==> src/core/pipe_desc_pkg.sv <==
// Shared constants and types for the host pipe descriptor block
package pipe_desc_pkg;

  // ----------------------------------------------------------------
  // Bus and register map
  // ----------------------------------------------------------------
  localparam int ADDR_W = 8;
  localparam int DATA_W = 32;
  // Register indexes; byte address is four times the index
  localparam int IDX_PACKET_SIZE = 'h04;
  localparam int IDX_EXT_TOKEN = 'h08;
  localparam int IDX_BANK_STATUS = 'h0a;
  localparam int IDX_PIPE_CONTROL = 'h0c;
  localparam int IDX_PIPE_STATUS = 'h0e;
  localparam int IDX_PIPE_CONFIG = 'h10;
  localparam logic [ADDR_W-1:0] ADDR_PACKET_SIZE = ADDR_W'(IDX_PACKET_SIZE * 4);
  localparam logic [ADDR_W-1:0] ADDR_EXT_TOKEN = ADDR_W'(IDX_EXT_TOKEN * 4);
  localparam logic [ADDR_W-1:0] ADDR_BANK_STATUS = ADDR_W'(IDX_BANK_STATUS * 4);
  localparam logic [ADDR_W-1:0] ADDR_PIPE_CONTROL = ADDR_W'(IDX_PIPE_CONTROL * 4);
  localparam logic [ADDR_W-1:0] ADDR_PIPE_STATUS = ADDR_W'(IDX_PIPE_STATUS * 4);
  localparam logic [ADDR_W-1:0] ADDR_PIPE_CONFIG = ADDR_W'(IDX_PIPE_CONFIG * 4);
  localparam logic [1:0] RESP_OKAY = 2'h0;
  localparam logic [1:0] RESP_SLVERR = 2'h2;

  // ----------------------------------------------------------------
  // Field layout
  // ----------------------------------------------------------------
  localparam int MPS_LSB = 14;
  localparam int MPS_W = 14;
  localparam int BC_LSB = 8;
  localparam int BC_W = 6;
  localparam int SIZE_LSB = 28;
  localparam int SIZE_W = 3;
  localparam int ZLP_BIT = 31;
  localparam int SUB_LSB = 0;
  localparam int SUB_W = 4;
  localparam int VAR_LSB = 4;
  localparam int VAR_W = 11;
  localparam int DA_LSB = 0;
  localparam int DA_W = 7;
  localparam int EP_LSB = 8;
  localparam int EP_W = 4;
  localparam int LIM_LSB = 12;
  localparam int LIM_W = 4;
  localparam int TALLY_LSB = 5;
  localparam int TALLY_W = 3;
  localparam int CRC16_BIT = 4;
  localparam int TOUT_BIT = 3;
  localparam int PID_BIT = 2;
  localparam int DPID_BIT = 1;
  localparam int TGL_BIT = 0;
  localparam int FLOW_BIT = 1;
  localparam int ISOCRC_BIT = 0;
  localparam int CFG_IN_BIT = 0;
  localparam int CFG_ISO_BIT = 1;
  localparam int CFG_THAW_BIT = 2;
  localparam int CFG_FROZEN_BIT = 8;
  localparam int CNT_W = 10;
  localparam int PKT_W = 11;

  // ----------------------------------------------------------------
  // Reset values and packet sizing
  // ----------------------------------------------------------------
  localparam logic [31:0] PACKET_SIZE_RST = 32'h0000_0000;
  localparam logic [15:0] EXT_TOKEN_RST = 16'h0000;
  localparam logic [15:0] PIPE_CONTROL_RST = 16'h0000;
  localparam logic [1:0] BANK_STATUS_RST = 2'h0;
  localparam logic [PKT_W-1:0] BASE_PKT_BYTES = 11'h008;
  localparam logic [PKT_W-1:0] FS_TOP_PKT_BYTES = 11'h3ff;
  localparam logic [SIZE_W-1:0] SIZE_TOP_CODE = 3'h7;
  localparam logic [15:0] EXT_WR_MASK = 16'h7fff;
  localparam logic [15:0] CTRL_WR_MASK = 16'hff7f;

  typedef enum logic [2:0] {
    SEL_NONE = 3'b000,
    SEL_PKT = 3'b001,
    SEL_EXT = 3'b010,
    SEL_BANK = 3'b011,
    SEL_CTRL = 3'b100,
    SEL_STAT = 3'b101,
    SEL_CFG = 3'b110
  } reg_sel_e;

  // Outcome of one USB transaction, reported by the protocol engine
  typedef struct packed {
    logic nak;
    logic iso_overrun;
    logic iso_underflow;
    logic crc16_err;
    logic timeout;
    logic pid_err;
    logic data_pid_err;
    logic toggle_err;
    logic data_ok;
    logic [CNT_W-1:0] byte_cnt;
  } txn_result_s;

  // Fields the protocol engine puts on the wire
  typedef struct packed {
    logic [SUB_W-1:0] ext_token_subtype;
    logic [VAR_W-1:0] ext_payload;
    logic [EP_W-1:0] target_endpoint;
    logic [DA_W-1:0] target_device_addr;
  } token_s;

endpackage

==> src/core/pipe_err_tracker.sv <==
// Pipe error flags, error tally and automatic freeze
`timescale 1ns/1ns
`default_nettype none
module pipe_err_tracker
  import pipe_desc_pkg::*;
(
  input wire logic sys_clk,
  input wire logic rst_n,
  input wire logic txn_valid,
  input wire txn_result_s txn,
  input wire logic [LIM_W-1:0] error_limit,
  input wire logic sw_wr,
  input wire logic [2:0] sw_flags,
  input wire logic thaw,
  output logic [7:0] status_q,
  output logic frozen_q
);

  logic [7:0] status_d;
  logic frozen_d;
  logic [TALLY_W-1:0] tally_q;
  logic [TALLY_W-1:0] tally_d;
  logic err_any;

  always_comb begin
    err_any = txn_valid & (txn.crc16_err | txn.timeout | txn.pid_err |
                           txn.data_pid_err | txn.toggle_err);
    status_d = status_q;
    tally_d = tally_q;
    frozen_d = frozen_q;
    // Software write restarts the record; hardware sets below still win
    if (sw_wr) begin
      status_d = {5'h00, sw_flags};
      tally_d = '0;
    end
    if (thaw) begin
      frozen_d = 1'b0;
    end
    if (txn_valid) begin
      status_d[CRC16_BIT] = status_d[CRC16_BIT] | txn.crc16_err;
      status_d[TOUT_BIT] = status_d[TOUT_BIT] | txn.timeout;
      status_d[PID_BIT] = status_d[PID_BIT] | txn.pid_err;
      status_d[DPID_BIT] = status_d[DPID_BIT] | txn.data_pid_err;
      status_d[TGL_BIT] = status_d[TGL_BIT] | txn.toggle_err;
    end
    if (err_any && (tally_d != '1)) begin
      tally_d = tally_d + TALLY_W'(1);
    end
    if (err_any && ({1'b0, tally_d} >= error_limit)) begin
      frozen_d = 1'b1;
    end
    status_d[TALLY_LSB +: TALLY_W] = tally_d;
  end

  always_ff @(posedge sys_clk) begin
    if (!rst_n) begin
      status_q <= 8'h00;
      tally_q <= '0;
      frozen_q <= 1'b0;
    end else begin
      status_q <= status_d;
      tally_q <= tally_d;
      frozen_q <= frozen_d;
    end
  end

  // ----------------------------------------------------------------
  // Checks
  // ----------------------------------------------------------------
  property p_tout_set;
    @(posedge sys_clk) disable iff (!rst_n)
      txn_valid && txn.timeout |=> status_q[TOUT_BIT];
  endproperty
  a_tout_set: assert property (p_tout_set) else $error("timeout flag not set");

  property p_crc16_set;
    @(posedge sys_clk) disable iff (!rst_n)
      txn_valid && txn.crc16_err |=> status_q[CRC16_BIT] && status_q[TALLY_LSB +: TALLY_W] != 0;
  endproperty
  a_crc16_set: assert property (p_crc16_set) else $error("crc16 flag or tally wrong");

  property p_tally_inc;
    @(posedge sys_clk) disable iff (!rst_n)
      err_any && !sw_wr && tally_q != '1 |=> tally_q == $past(tally_q) + 3'h1;
  endproperty
  a_tally_inc: assert property (p_tally_inc) else $error("tally did not step");

  property p_freeze;
    @(posedge sys_clk) disable iff (!rst_n)
      err_any && !sw_wr && ({1'b0, tally_q} + 4'h1 >= error_limit) && tally_q != '1
      |=> frozen_q;
  endproperty
  a_freeze: assert property (p_freeze) else $error("pipe not frozen at limit");

  property p_pid_set;
    @(posedge sys_clk) disable iff (!rst_n)
      txn_valid && txn.pid_err && txn.toggle_err |=> status_q[PID_BIT] && status_q[TGL_BIT];
  endproperty
  a_pid_set: assert property (p_pid_set) else $error("pid or toggle flag lost");

  c_frozen: cover property (@(posedge sys_clk) disable iff (!rst_n) $rose(frozen_q));

endmodule
`default_nettype wire

==> src/core/pipe_desc_top.sv <==
// Host pipe descriptor registers with AXI4-Lite access and status capture
//
// How it works
// - 14-bit multi-packet size at bits 27:14
// - IN pipe accumulates received bytes there
// - OUT pipe size is whole transfer total
// - Byte count bits 13:8, last OUT/next IN
// - Extended token sends payload bits 14:4
// - Extended token subtype from bits 3:0
// - Flow fault on NAK, overrun, underflow
// - Iso IN CRC error sets bank bit 0
// - Freeze pipe when 3-bit error tally reaches limit
// - Tokens use endpoint 11:8, address 6:0
// - Error tally at status 7:5, cleared by status write
// - CRC16 mismatch on IN sets bit 4
// - Timeout sets status bit 3
// - Bad PID sets status bit 2
// - Data PID error sets status bit 1
// - Toggle mismatch sets status bit 0
// - Size code selects 8 to 1023 bytes
//
// Added by the designer: the AXI4-Lite register port.
`timescale 1ns/1ns
`default_nettype none
module pipe_desc_top
  import pipe_desc_pkg::*;
(
  input wire logic sys_clk,
  input wire logic rst_n,
  input wire logic [ADDR_W-1:0] s_axi_awaddr,
  input wire logic s_axi_awvalid,
  output logic s_axi_awready,
  input wire logic [DATA_W-1:0] s_axi_wdata,
  input wire logic [3:0] s_axi_wstrb,
  input wire logic s_axi_wvalid,
  output logic s_axi_wready,
  output logic [1:0] s_axi_bresp,
  output logic s_axi_bvalid,
  input wire logic s_axi_bready,
  input wire logic [ADDR_W-1:0] s_axi_araddr,
  input wire logic s_axi_arvalid,
  output logic s_axi_arready,
  output logic [DATA_W-1:0] s_axi_rdata,
  output logic [1:0] s_axi_rresp,
  output logic s_axi_rvalid,
  input wire logic s_axi_rready,
  input wire logic txn_valid,
  input wire txn_result_s txn,
  output token_s token,
  output logic [PKT_W-1:0] max_pkt_bytes,
  output logic [MPS_W-1:0] xfer_size,
  output logic [BC_W-1:0] byte_count,
  output logic auto_zlp,
  output logic pipe_is_in,
  output logic pipe_is_iso,
  output logic pipe_frozen
);

  // ----------------------------------------------------------------
  // Helpers
  // ----------------------------------------------------------------
  function automatic reg_sel_e decode(input logic [ADDR_W-1:0] addr);
    logic [ADDR_W-1:0] a;
    a = {addr[ADDR_W-1:2], 2'b00};
    if (a == ADDR_PACKET_SIZE) return SEL_PKT;
    if (a == ADDR_EXT_TOKEN) return SEL_EXT;
    if (a == ADDR_BANK_STATUS) return SEL_BANK;
    if (a == ADDR_PIPE_CONTROL) return SEL_CTRL;
    if (a == ADDR_PIPE_STATUS) return SEL_STAT;
    if (a == ADDR_PIPE_CONFIG) return SEL_CFG;
    return SEL_NONE;
  endfunction

  function automatic logic [31:0] merge(input logic [31:0] old, input logic [31:0] data,
                                        input logic [3:0] strb);
    logic [31:0] r;
    r = old;
    for (int i = 0; i < 4; i++) begin
      if (strb[i]) r[i*8 +: 8] = data[i*8 +: 8];
    end
    return r;
  endfunction

  // Code 7 is 1023 bytes because this port only runs full speed
  function automatic logic [PKT_W-1:0] pkt_bytes(input logic [SIZE_W-1:0] code);
    if (code == SIZE_TOP_CODE) return FS_TOP_PKT_BYTES;
    return BASE_PKT_BYTES << code;
  endfunction

  // ----------------------------------------------------------------
  // Register state
  // ----------------------------------------------------------------
  logic [31:0] pkt_q, pkt_d;
  logic [15:0] ext_q, ext_d;
  logic [1:0] bank_q, bank_d;
  logic [15:0] ctrl_q, ctrl_d;
  logic cfg_in_q, cfg_in_d;
  logic cfg_iso_q, cfg_iso_d;
  logic [7:0] pipe_status;
  logic frozen;
  logic stat_wr, thaw;
  logic [31:0] wr_word;

  // ----------------------------------------------------------------
  // AXI4-Lite channel state
  // ----------------------------------------------------------------
  logic aw_held_q, aw_held_d;
  logic [ADDR_W-1:0] aw_addr_q, aw_addr_d;
  logic w_held_q, w_held_d;
  logic [DATA_W-1:0] w_data_q, w_data_d;
  logic [3:0] w_strb_q, w_strb_d;
  logic bvalid_d, arready_d, rvalid_d, awready_d, wready_d;
  logic [1:0] bresp_d, rresp_d;
  logic [DATA_W-1:0] rdata_d;
  logic wr_fire;
  reg_sel_e wsel, rsel;

  always_comb begin
    aw_held_d = aw_held_q;
    aw_addr_d = aw_addr_q;
    w_held_d = w_held_q;
    w_data_d = w_data_q;
    w_strb_d = w_strb_q;
    bvalid_d = s_axi_bvalid;
    bresp_d = s_axi_bresp;
    rvalid_d = s_axi_rvalid;
    rresp_d = s_axi_rresp;
    rdata_d = s_axi_rdata;
    if (s_axi_awvalid && s_axi_awready) begin
      aw_held_d = 1'b1;
      aw_addr_d = s_axi_awaddr;
    end
    if (s_axi_wvalid && s_axi_wready) begin
      w_held_d = 1'b1;
      w_data_d = s_axi_wdata;
      w_strb_d = s_axi_wstrb;
    end
    if (s_axi_bvalid && s_axi_bready) begin
      bvalid_d = 1'b0;
    end
    // Write lands once both halves are held and no answer is pending
    wr_fire = aw_held_q && w_held_q && !s_axi_bvalid;
    wsel = decode(aw_addr_q);
    if (wr_fire) begin
      aw_held_d = 1'b0;
      w_held_d = 1'b0;
      bvalid_d = 1'b1;
      bresp_d = (wsel == SEL_NONE) ? RESP_SLVERR : RESP_OKAY;
    end
    if (s_axi_rvalid && s_axi_rready) begin
      rvalid_d = 1'b0;
    end
    rsel = decode(s_axi_araddr);
    if (s_axi_arvalid && s_axi_arready) begin
      rvalid_d = 1'b1;
      rresp_d = (rsel == SEL_NONE) ? RESP_SLVERR : RESP_OKAY;
      unique case (rsel)
        SEL_PKT: rdata_d = pkt_q;
        SEL_EXT: rdata_d = {16'h0000, ext_q};
        SEL_BANK: rdata_d = {30'h0000_0000, bank_q};
        SEL_CTRL: rdata_d = {16'h0000, ctrl_q};
        SEL_STAT: rdata_d = {24'h00_0000, pipe_status};
        SEL_CFG: rdata_d = 32'((32'(frozen) << CFG_FROZEN_BIT)
                               | (32'(cfg_iso_q) << CFG_ISO_BIT)
                               | (32'(cfg_in_q) << CFG_IN_BIT));
        SEL_NONE: rdata_d = 32'h0000_0000;
      endcase
    end
    // Ready is withheld while a channel's item is parked or answered
    awready_d = !aw_held_d && !bvalid_d;
    wready_d = !w_held_d && !bvalid_d;
    arready_d = !rvalid_d;
  end

  always_ff @(posedge sys_clk) begin
    if (!rst_n) begin
      aw_held_q <= 1'b0;
      aw_addr_q <= '0;
      w_held_q <= 1'b0;
      w_data_q <= '0;
      w_strb_q <= '0;
      s_axi_awready <= 1'b0;
      s_axi_wready <= 1'b0;
      s_axi_bvalid <= 1'b0;
      s_axi_bresp <= RESP_OKAY;
      s_axi_arready <= 1'b0;
      s_axi_rvalid <= 1'b0;
      s_axi_rresp <= RESP_OKAY;
      s_axi_rdata <= '0;
    end else begin
      aw_held_q <= aw_held_d;
      aw_addr_q <= aw_addr_d;
      w_held_q <= w_held_d;
      w_data_q <= w_data_d;
      w_strb_q <= w_strb_d;
      s_axi_awready <= awready_d;
      s_axi_wready <= wready_d;
      s_axi_bvalid <= bvalid_d;
      s_axi_bresp <= bresp_d;
      s_axi_arready <= arready_d;
      s_axi_rvalid <= rvalid_d;
      s_axi_rresp <= rresp_d;
      s_axi_rdata <= rdata_d;
    end
  end

  // ----------------------------------------------------------------
  // Descriptor registers and hardware write-back
  // ----------------------------------------------------------------
  always_comb begin
    pkt_d = pkt_q;
    ext_d = ext_q;
    bank_d = bank_q;
    ctrl_d = ctrl_q;
    cfg_in_d = cfg_in_q;
    cfg_iso_d = cfg_iso_q;
    stat_wr = 1'b0;
    thaw = 1'b0;
    wr_word = 32'h0000_0000;
    if (wr_fire) begin
      unique case (wsel)
        SEL_PKT: begin
          wr_word = merge(pkt_q, w_data_q, w_strb_q);
          pkt_d = {wr_word[31:8], 8'h00};
        end
        SEL_EXT: begin
          wr_word = merge({16'h0000, ext_q}, w_data_q, w_strb_q);
          ext_d = wr_word[15:0] & EXT_WR_MASK;
        end
        SEL_BANK: begin
          wr_word = merge({30'h0000_0000, bank_q}, w_data_q, w_strb_q);
          bank_d = wr_word[1:0];
        end
        SEL_CTRL: begin
          wr_word = merge({16'h0000, ctrl_q}, w_data_q, w_strb_q);
          ctrl_d = wr_word[15:0] & CTRL_WR_MASK;
        end
        SEL_STAT: begin
          wr_word = merge({24'h00_0000, pipe_status}, w_data_q, w_strb_q);
          stat_wr = w_strb_q[0];
        end
        SEL_CFG: begin
          wr_word = merge({31'h0000_0000, 1'b0}, w_data_q, w_strb_q);
          cfg_in_d = w_strb_q[0] ? wr_word[CFG_IN_BIT] : cfg_in_q;
          cfg_iso_d = w_strb_q[0] ? wr_word[CFG_ISO_BIT] : cfg_iso_q;
          thaw = w_strb_q[0] & wr_word[CFG_THAW_BIT];
        end
        SEL_NONE: wr_word = 32'h0000_0000;
      endcase
    end
    // Hardware sets are applied after the bus write so they win
    if (txn_valid) begin
      if (txn.nak || (cfg_iso_q && cfg_in_q && txn.iso_overrun)
          || (cfg_iso_q && !cfg_in_q && txn.iso_underflow)) begin
        bank_d[FLOW_BIT] = 1'b1;
      end
      if (cfg_iso_q && cfg_in_q && txn.crc16_err) begin
        bank_d[ISOCRC_BIT] = 1'b1;
      end
      if (cfg_in_q && txn.data_ok) begin
        pkt_d[MPS_LSB +: MPS_W] = pkt_d[MPS_LSB +: MPS_W] + MPS_W'(txn.byte_cnt);
      end
      if (!cfg_in_q && txn.data_ok) begin
        pkt_d[BC_LSB +: BC_W] = txn.byte_cnt[BC_W-1:0];
      end
    end
  end

  always_ff @(posedge sys_clk) begin
    if (!rst_n) begin
      pkt_q <= PACKET_SIZE_RST;
      ext_q <= EXT_TOKEN_RST;
      bank_q <= BANK_STATUS_RST;
      ctrl_q <= PIPE_CONTROL_RST;
      cfg_in_q <= 1'b0;
      cfg_iso_q <= 1'b0;
    end else begin
      pkt_q <= pkt_d;
      ext_q <= ext_d;
      bank_q <= bank_d;
      ctrl_q <= ctrl_d;
      cfg_in_q <= cfg_in_d;
      cfg_iso_q <= cfg_iso_d;
    end
  end

  pipe_err_tracker u_err (
    .sys_clk(sys_clk),
    .rst_n(rst_n),
    .txn_valid(txn_valid),
    .txn(txn),
    .error_limit(ctrl_q[LIM_LSB +: LIM_W]),
    .sw_wr(stat_wr),
    .sw_flags(wr_word[2:0]),
    .thaw(thaw),
    .status_q(pipe_status),
    .frozen_q(frozen)
  );

  // ----------------------------------------------------------------
  // Registered view for the protocol engine
  // ----------------------------------------------------------------
  always_ff @(posedge sys_clk) begin
    if (!rst_n) begin
      token <= '0;
      max_pkt_bytes <= BASE_PKT_BYTES;
      xfer_size <= '0;
      byte_count <= '0;
      auto_zlp <= 1'b0;
      pipe_is_in <= 1'b0;
      pipe_is_iso <= 1'b0;
      pipe_frozen <= 1'b0;
    end else begin
      token.ext_token_subtype <= ext_q[SUB_LSB +: SUB_W];
      token.ext_payload <= ext_q[VAR_LSB +: VAR_W];
      token.target_endpoint <= ctrl_q[EP_LSB +: EP_W];
      token.target_device_addr <= ctrl_q[DA_LSB +: DA_W];
      max_pkt_bytes <= pkt_bytes(pkt_q[SIZE_LSB +: SIZE_W]);
      xfer_size <= pkt_q[MPS_LSB +: MPS_W];
      byte_count <= pkt_q[BC_LSB +: BC_W];
      auto_zlp <= pkt_q[ZLP_BIT];
      pipe_is_in <= cfg_in_q;
      pipe_is_iso <= cfg_iso_q;
      pipe_frozen <= frozen;
    end
  end

  // ----------------------------------------------------------------
  // Checks
  // ----------------------------------------------------------------
  property p_flow_nak;
    @(posedge sys_clk) disable iff (!rst_n)
      txn_valid && txn.nak |=> bank_q[FLOW_BIT];
  endproperty
  a_flow_nak: assert property (p_flow_nak) else $error("nak did not set flow fault");

  property p_iso_crc;
    @(posedge sys_clk) disable iff (!rst_n)
      txn_valid && txn.crc16_err && cfg_iso_q && cfg_in_q |=> bank_q[ISOCRC_BIT];
  endproperty
  a_iso_crc: assert property (p_iso_crc) else $error("iso crc flag not set");

  property p_in_total;
    @(posedge sys_clk) disable iff (!rst_n)
      txn_valid && txn.data_ok && cfg_in_q && !(wr_fire && wsel == SEL_PKT)
      |=> pkt_q[MPS_LSB +: MPS_W] ==
          $past(pkt_q[MPS_LSB +: MPS_W]) + MPS_W'($past(txn.byte_cnt));
  endproperty
  a_in_total: assert property (p_in_total) else $error("IN byte total wrong");

  property p_token_addr;
    @(posedge sys_clk) disable iff (!rst_n)
      ##1 token.target_device_addr == $past(ctrl_q[DA_LSB +: DA_W]);
  endproperty
  a_token_addr: assert property (p_token_addr) else $error("device address mismatch");

  property p_ext_fields;
    @(posedge sys_clk) disable iff (!rst_n)
      $changed(ext_q) |=> token.ext_payload == $past(ext_q[VAR_LSB +: VAR_W])
                          && token.ext_token_subtype == $past(ext_q[SUB_LSB +: SUB_W]);
  endproperty
  a_ext_fields: assert property (p_ext_fields) else $error("extended token stale");

  property p_size_64;
    @(posedge sys_clk) disable iff (!rst_n)
      pkt_q[SIZE_LSB +: SIZE_W] == 3'h3 |=> max_pkt_bytes == 11'h040;
  endproperty
  a_size_64: assert property (p_size_64) else $error("size code 3 not 64 bytes");

  property p_read_answer;
    @(posedge sys_clk) disable iff (!rst_n)
      s_axi_arvalid && s_axi_arready |=> s_axi_rvalid ##0 !s_axi_arready;
  endproperty
  a_read_answer: assert property (p_read_answer) else $error("read answer late");

  c_write: cover property (@(posedge sys_clk) disable iff (!rst_n)
    s_axi_bvalid && s_axi_bready && s_axi_bresp == RESP_OKAY);
  c_read: cover property (@(posedge sys_clk) disable iff (!rst_n) s_axi_rvalid && s_axi_rready);
  c_in_data: cover property (@(posedge sys_clk) disable iff (!rst_n)
    txn_valid && txn.data_ok && cfg_in_q);

endmodule
`default_nettype wire

==> config.mk <==
export PLATFORM = sky130hd
export DESIGN_NAME = pipe_desc_top
export DESIGN_NICKNAME = d
export VERILOG_FILES = /design/src/core/pipe_desc_pkg.sv /design/src/core/pipe_err_tracker.sv /design/src/core/pipe_desc_top.sv
export SDC_FILE = /design/constraint.sdc
export NUM_CORES = 1
export LEC_CHECK = 0
export BUFFER_PORTS_ARGS = -buffer_cell sky130_fd_sc_hd__buf_4
export CORE_ASPECT_RATIO = 1.1
export CORE_MARGIN = 3
export CORE_UTILIZATION = 54
export CTS_CLUSTER_DIAMETER = 50
export DETAILED_ROUTE_END_ITERATION = 8
export PLACE_DENSITY_LB_ADDON = 0.25
export SLEW_MARGIN = 10
export SYNTH_ARGS = -nofsm -noshare
export SYNTH_HDL_FRONTEND = slang
export SYNTH_HIERARCHICAL = 1
export SYNTH_SLANG_ARGS = --single-unit
==> constraint.sdc <==
create_clock -name sys_clk -period 4.1 [get_ports sys_clk]
set_input_delay 0.615 -clock sys_clk [delete_from_list [all_inputs] [get_ports sys_clk]]
set_output_delay 0.615 -clock sys_clk [all_outputs]
set_load 0.05 [all_outputs]
==> key figures, run 1 <==
Yosys
  • Post-synth EDFFs: 0
  • Synth cell types: 64
  • Seq/Total Area, Yosys: 49.21%
  • Yosys warns: 6
  • Post-synth top flop: dfxtp_1
  • Syn_area_per_cell: between 9 and 10 um^2
  • Register bit total from synthesis: 209
  • Post-synthesis cell count: 923
  • Post-synth ARST share: 0%
  • Mapped Area: 8503 um^2

Critical path
  • Crit-path max FO: 7
  • CP Launch Type: flip-flop
  • Worst r2r dst: u_err/frozen_q$_SDFFE_PN0P_
  • R2r setup slk: 570 ps
  • Crit Path Category: flip-flop to flip-flop
  • WP data required: 4470 ps
  • Worst r2r src: aw_addr_q[5]$_SDFFE_PN0P_
  • Reg2Reg Depth: 13
  • Setup crit end: u_err/frozen_q$_SDFFE_PN0P_
  • CP Launch Point: aw_addr_q[5]$_SDFFE_PN0P_
  • Crit path DAT: 3900 ps
  • Critical Path Sink Type: flip-flop

Final layout
  • Register area: approximately 4200 um^2
  • Multi-input gate area: 4015 um^2
  • Layout cells sized above 1: 23.20%
  • Commonest non-fill, non-tap cell in the layout: dfxtp_1
  • Area growth from synthesis to layout: 24.54%
  • Commonest non-fill, non-tap cells in the layout: dfxtp_1, buf_4, nand2_1
  • Antenna fix cells: 0
  • Fin nets: between 1000 and 1500
  • Fillers: 1204

Floorplan
  • Die height: about 140 um
  • Die width: around 130 um
  • Initial Util: 55.83%
  • I/O pin total: 181
  • Row count: 47
  • Die ar.: between 15000 and 20000 um^2
  • Core area: about 15000 um^2

Power
  • Worst-case vdd ir drop: 328.0 uV
  • PwrDens: 420.7 nW/um^2
  • Power consumption: 4.456 mW
  • Lkg Pwr: 4.471 nW

Clock network
  • Post_cts resized: 0
  • Num CTS Buffers: 21
  • CTS Sinks: roughly 210
  • Hold buffer count at CTS: 0
  • Total setup buffers inserted after CTS: 0
  • H-tree depth: 1
  • Clk_lat worst skew: approximately 490 ps
  • Root buffer cell: clkbuf_16
  • CTS tree: done
  • Clock slew at reported path FFs: 70 ps
  • Clk buf depth: 3

STA
  • Setup TNS: 0 ps
  • Final hold vios: 0
  • Worst slew pin tran: 1075 ps
  • RSZ-0062 raised after global routing: no
  • Slew HR: between 20% and 30%
  • Fin crit period: 3528 ps
  • Final period utilization: 86.04%
  • Peak Freq: 283.5 MHz
  • Clock Skews: 12.19 ps
  • Max-slew violation count: 0
  • Final setup violation count: 0

Route
  • DRT antenna net count: 0
  • Vias post-DR: 7129
  • Routed wire per std cell: about 17 um
  • First-pass DRT Iterations: 5
  • Drt via density: 5.578
  • Drt drc: 0
  • Routed WL: roughly 22000 um
  • DR iter-0 viols: 551

Worst hold path
  • Worst Hold Depth: 3
  • Worst Hold Class: input port to flip-flop

Run status
  • Status: completed

Global route
  • Pin count of the biggest net entering global routing: 91
  • Vias in the first global route: slightly below 7000
  • First-pass GRT wire length: 34870 um
  • Gr busiest metal: met2
  • Grt met1 use: 32.54%
  • Met3 GRT Util: ~5%
  • GRT Util Overall: between 20 and 25%
  • Initial antenna violation count: 0
  • GR Layer Usage met2: 40.99%
  • Global route overflow: 0

Placed design
  • Routability cong.: 0.8996
  • IO Port Bufs: 174
  • Post-DP HPWL: 15350 um

Flow run
  • Max-Cap Viols: 0
==> where the power goes <==
group / internal, mW / total (mW) / switching, mW
clock: 1.18 / 1.95 / 0.777
combinational: 0.140 / 0.377 / 0.237
sequential: 2.08 / 2.13 / 0.0425
==> state kept, by name (all words and copies together), names as in the netlist, 2 cells and up <==
signal and flops:
max_pkt_bytes 9, w_data_q 32, w_strb_q 4, xfer_size 14
byte_count 6, ctrl_q 15, s_axi_rdata 32, pkt_q 24
u_err/status_q 8, token 26, bank_q 2, aw_addr_q 6
ext_q 15
==> stage by stage <==
step | worst slack [ps] | cells | hold slack (ps) | utilization, % | cell area, um^2
3_5_place_dp | 643.6 | 1242 | 444.1 | 64.88 | 9882
2_1_floorplan | 793.8 | 925 | 432.0 | - | 8511
6_report | 572.2 | 1278 | 372.2 | 69.53 | 10590
4_1_cts | 584.4 | 1278 | 359.6 | 69.53 | 10590
5_1_grt | 289.2 | 1278 | 369.4 | 69.53 | 10590
3_3_place_gp | 740.9 | 1242 | 440.3 | 64.88 | 9882
==> cells in the mapped netlist (all sizes together) (4+ instances only) <==
| master | number | area share (%) |
|---|---|---|
| nor2 | 85 | 3.8 |
| nand3 | 35 | 2.3 |
| xnor2 | 4 | 0.41 |
| nand2 | 128 | 5.7 |
| dfxtp | 209 | 49 |
| or2 | 4 | 0.29 |
| xor2 | 4 | 0.41 |
| a311oi | 6 | 0.62 |
| a222oi | 7 | 0.82 |
| and2 | 54 | 4.0 |
| mux2i | 56 | 6.6 |
| nand4 | 4 | 0.44 |
| buf | 16 | 1.2 |
| mux2 | 14 | 1.9 |
| nor2b | 7 | 0.51 |
| a21oi | 89 | 5.2 |
| nand2b | 7 | 0.51 |
| ha | 18 | 2.6 |
| a21o | 5 | 0.44 |
| clkbuf | 47 | 2.1 |
| nor3b | 4 | 0.41 |
| a22oi | 8 | 0.71 |
| o211ai | 7 | 0.62 |
| inv | 11 | 0.49 |
| a211oi | 17 | 1.5 |
| and3 | 15 | 1.1 |
| o21ai | 15 | 0.93 |
| nor3 | 7 | 0.68 |
| nor4 | 4 | 0.29 |
| a221oi | 4 | 0.41 |
==> final cells by class <==
cell class / count / share of cell area (%)
clock inverters: 6 / 0.8388
well taps: 196 / 2.316
flip-flops and latches: 209 / 39.51
inverters: 11 / 0.4135
repair buffers: 184 / 13.16
clock buffers: 30 / 5.848
multi-input cells: 642 / 37.91
==> how the worst min path moves through the flow <==
stage / from / end / slack, ps
finish: s_axi_wdata[19] / w_data_q[19]$_SDFFE_PN0P_ / 370
global route: s_axi_wstrb[2] / w_strb_q[2]$_SDFFE_PN0P_ / 370
CTS: s_axi_wstrb[2] / w_strb_q[2]$_SDFFE_PN0P_ / 360
global placement: s_axi_rdata[18]$_SDFFE_PN0P_ / s_axi_rdata[18]$_SDFFE_PN0P_ / 440
floorplan: w_strb_q[3]$_SDFFE_PN0P_ / w_strb_q[3]$_SDFFE_PN0P_ / 430
detailed placement: w_data_q[17]$_SDFFE_PN0P_ / w_data_q[17]$_SDFFE_PN0P_ / 440
==> critical path, stage by stage (launching register included) <==
cell and delay [ps]:
dfxtp_1 420, or4b_4 540, nor2_1 150, and4_1 410, nor2b_1 150, ha_1 230, ha_1 180, nor2b_1 220
o21ai_2 110, mux2_2 290, ha_1 300, a21o_1 180, a31oi_1 150, o41ai_1 80
==> logic make-up after synthesis <==
kind of cell | synth area share [%]
flip-flops | 49.21
multiplexers | 8.976
buffers and inverters | 3.737
AO/OA/AOI/OAI | 13.14
XOR/XNOR | 0.8239
adder cells (fa/ha/maj) | 2.884
AND/OR/NAND/NOR | 21.19
other | 0.04410
==> metal layers <==
layer	up-vias	wire length [um]
met2	275	10510
met3	37	1734
met5	-	0
met4	0	439
met1	3336	9596
li1	3481	-
No activity file was read; power rests on OpenSTA's default activity.
==> run 2, diff against run 1 <==
- SETUP_SLACK_MARGIN: default -> 0.05
- SLEW_MARGIN: 10 -> 0
- clock period: 4.1 -> 3.6 ns (I/O delays scaled with it)
==> key figures, run 2 (same netlist as run 1, synthesis figures left out) <==
Floorplan
  • Core area: 15230 um^2 (unchanged)
  • Initial Util: 55.83% (unchanged)
  • Die height: 137.6 um (unchanged)
  • Die ar.: 17290 um^2 (unchanged)
  • I/O pin total: 181 (unchanged)
  • Row count: 47 (unchanged)
  • Die width: 125.6 um (unchanged)

Critical path
  • Critical path, cell by cell: or4b_4 -> nor2_1 -> and4_2 -> nor2b_1 -> ha_1 -> ha_1 -> nor2b_1 -> o21ai_2 -> mux2_2 -> ha_1 -> a21o_1 -> a31oi_1 -> o41ai_1
  • CP max stage delay: 600 ps (+60 ps)
  • Crit-path max FO: 5 (-2)
  • CP Launch Type: flip-flop
  • Critical Path Sink Type: flip-flop
  • Reg2Reg Depth: 13 (unchanged)
  • Slowest cell on crit path: or4b_4
  • Crit Path Category: flip-flop to flip-flop
  • WP data required: 3980 ps (-490 ps)
  • Most frequent CP cell: ha_1
  • Crit path DAT: 3690 ps (-210 ps)

STA
  • Final period utilization: 92.02% (+6.0 points)
  • RSZ-0062 raised after global routing: no
  • Final setup violation count: 0 (unchanged)
  • Slew HR: 30.84% (+2.5 points)
  • Clock Skews: 12.69 ps (+0.5056 ps)
  • Fin crit period: 3313 ps (-215.1 ps)
  • Worst slew pin tran: 1035 ps (-40.60 ps)
  • Final hold vios: 0 (unchanged)
  • Peak Freq: 301.9 MHz (+6.5%)
  • Max-slew violation count: 0 (unchanged)
  • Setup TNS: 0 ps (unchanged)

Final layout
  • Fin nets: 1170 (+0.26%)
  • Antenna fix cells: 0 (unchanged)
  • Commonest non-fill, non-tap cells in the layout: dfxtp_1, buf_4, nand2_1
  • Layout cells sized above 1: 23.57% (+0.37 points)
  • Area growth from synthesis to layout: 24.60% (about the same)
  • Commonest non-fill, non-tap cell in the layout: dfxtp_1
  • Largest regs: s_axi_rdata x32, w_data_q x32, token x26
  • Final core utilization: 69.56% (about the same)

Power
  • Sw frac: 24.05% (+0.34 points)
  • Worst-case vdd ir drop: 349.3 uV (+6.5%)
  • Lkg Pwr: 4.487 nW (+0.37%)
  • Sequential share of power: 48.3% (+0.6 points)
  • Clock share of power: 43.2% (-0.6 points)
  • Comb power frac: 8.5% (about the same)
  • Int Pwr: 3.806 mW (+12%)
  • NetSw: 1.205 mW (+14%)
  • PwrDens: 472.9 nW/um^2 (+12%)

Clock network
  • CTS Sinks: 209 (unchanged)
  • Clk buf depth: 3 (unchanged)
  • Total setup buffers inserted after CTS: 0 (unchanged)
  • Clk_lat worst skew: 500 ps (about the same)
  • H-tree depth: 1 (unchanged)
  • Num CTS Buffers: 21 (unchanged)
  • Clock slew at reported path FFs: 70 ps (about the same)
  • Root buffer cell: clkbuf_16
  • CTS tree: done

Placed design
  • Post-DP HPWL: 15030 um (-2.1%)
  • Routability cong.: 0.8552 (-4.9%)
  • IO Port Bufs: 174 (unchanged)

Route
  • Drt drc: 0 (unchanged)
  • Vias post-DR: 7165 (+0.50%)
  • DR iter-0 viols: 576 (+4.5%)
  • DRT antenna net count: 0 (unchanged)
  • First-pass DRT Iterations: 5 (unchanged)
  • Routed wire per std cell: 17.19 um (-1.4%)
  • Routed WL: 22040 um (-1.1%)
  • Drt via density: 5.589 (+0.19%)

Global route
  • GRT Util Overall: 24.35% (-0.33 points)
  • Vias in the first global route: 6655 (-2.0%)
  • Initial antenna violation count: 0 (unchanged)
  • Global route overflow: 0 (unchanged)
  • First-pass GRT wire length: 34430 um (-1.2%)
  • Pin count of the biggest net entering global routing: 78 (-14%)

Worst hold path
  • Worst Hold Depth: 3 (unchanged)
  • Worst Hold Class: input port to flip-flop

Run status
  • Status: completed

Flow run
  • Max-Cap Viols: 0 (unchanged)
==> run 2: changes by cell type in the layout (fill, tap and decap cells not counted) <==
| cell | previous run | this run |
|---|---|---|
| and4_2 | 0 | 1 |
| inv_8 | 0 | 1 |
| buf_4 | 183 | 186 |
| and4_1 | 1 | 0 |
| clkinv_2 | 1 | 4 |
| clkinvlp_4 | 2 | 0 |
| bufinv_16 | 2 | 1 |
==> run 2: repair_timing <==
item | 4_1_cts | 5_1_grt
resized for setup | 0 | 1
hold buffers | 0 | 0
endpoints found under the hold margin | 0 | 0
setup endpoints to repair | 0 | 1
==> run 2: power groups by stage <==
stage | clock, mW | sequential, mW | combinational (mW)
after floorplan | 0 | 2.53 | 0.192
after global placement | 0 | 2.47 | 0.419
after detailed placement | 0 | 2.47 | 0.425
after CTS | 2.19 | 2.42 | 0.428
after global routing | 2.30 | 2.43 | 0.464
final | 2.16 | 2.42 | 0.427
==> run 2: worst paths after layout <==
check	startpoint	end	slack [ps]
min	s_axi_wdata[19]	w_data_q[19]$_SDFFE_PN0P_	280
max	aw_addr_q[7]$_SDFFE_PN0P_	u_err/frozen_q$_SDFFE_PN0P_	290
min reg2reg	s_axi_rdata[27]$_SDFFE_PN0P_	s_axi_rdata[27]$_SDFFE_PN0P_	450
max reg2reg	aw_addr_q[7]$_SDFFE_PN0P_	u_err/frozen_q$_SDFFE_PN0P_	290
==> run 2: critical path, delay by kind of cell, from the launching register on <==
kind	cells	cell delay (ps)
simple gates	5	1380
fa+ha+maj	3	690
compound gates	4	480
flops	1	360
mux	1	280
==> run 2: final cells by class <==
| class | instances | area [um^2] |
|---|---|---|
| repair buffers | 187 | 1416 |
| inverters | 11 | 43.79 |
| clock inverters | 7 | 70.07 |
| multi-input cells | 642 | 4016 |
| clock buffers | 30 | 619.3 |
| flip-flops and latches | 209 | 4184 |
| fillers | 1218 | 4636 |
| well taps | 196 | 245.2 |
==> run 2: metal layers <==
layer  vias to the layer above  share of wire [%]  track usage, %
li1                       3484                  -               -
met1                      3356                 45           33.46
met2                       279                 46           38.97
met3                        46                7.2           4.459
met4                         0                2.2           8.133
met5                         -                  0               0
==> run 2: per-stage QoR <==
stage	cell area [um^2]	hold WS [ps]	instances	worst slack, ps	total power, mW
finish	10600	278.7	1282	287.3	5.010
global route	10600	276.7	1282	96.55	5.186
CTS	10590	272.6	1282	275.8	5.033
detailed placement	9905	443.7	1245	308.8	2.896
global placement	9905	440.6	1245	416.7	2.887
floorplan	8511	432.0	925	293.8	2.718
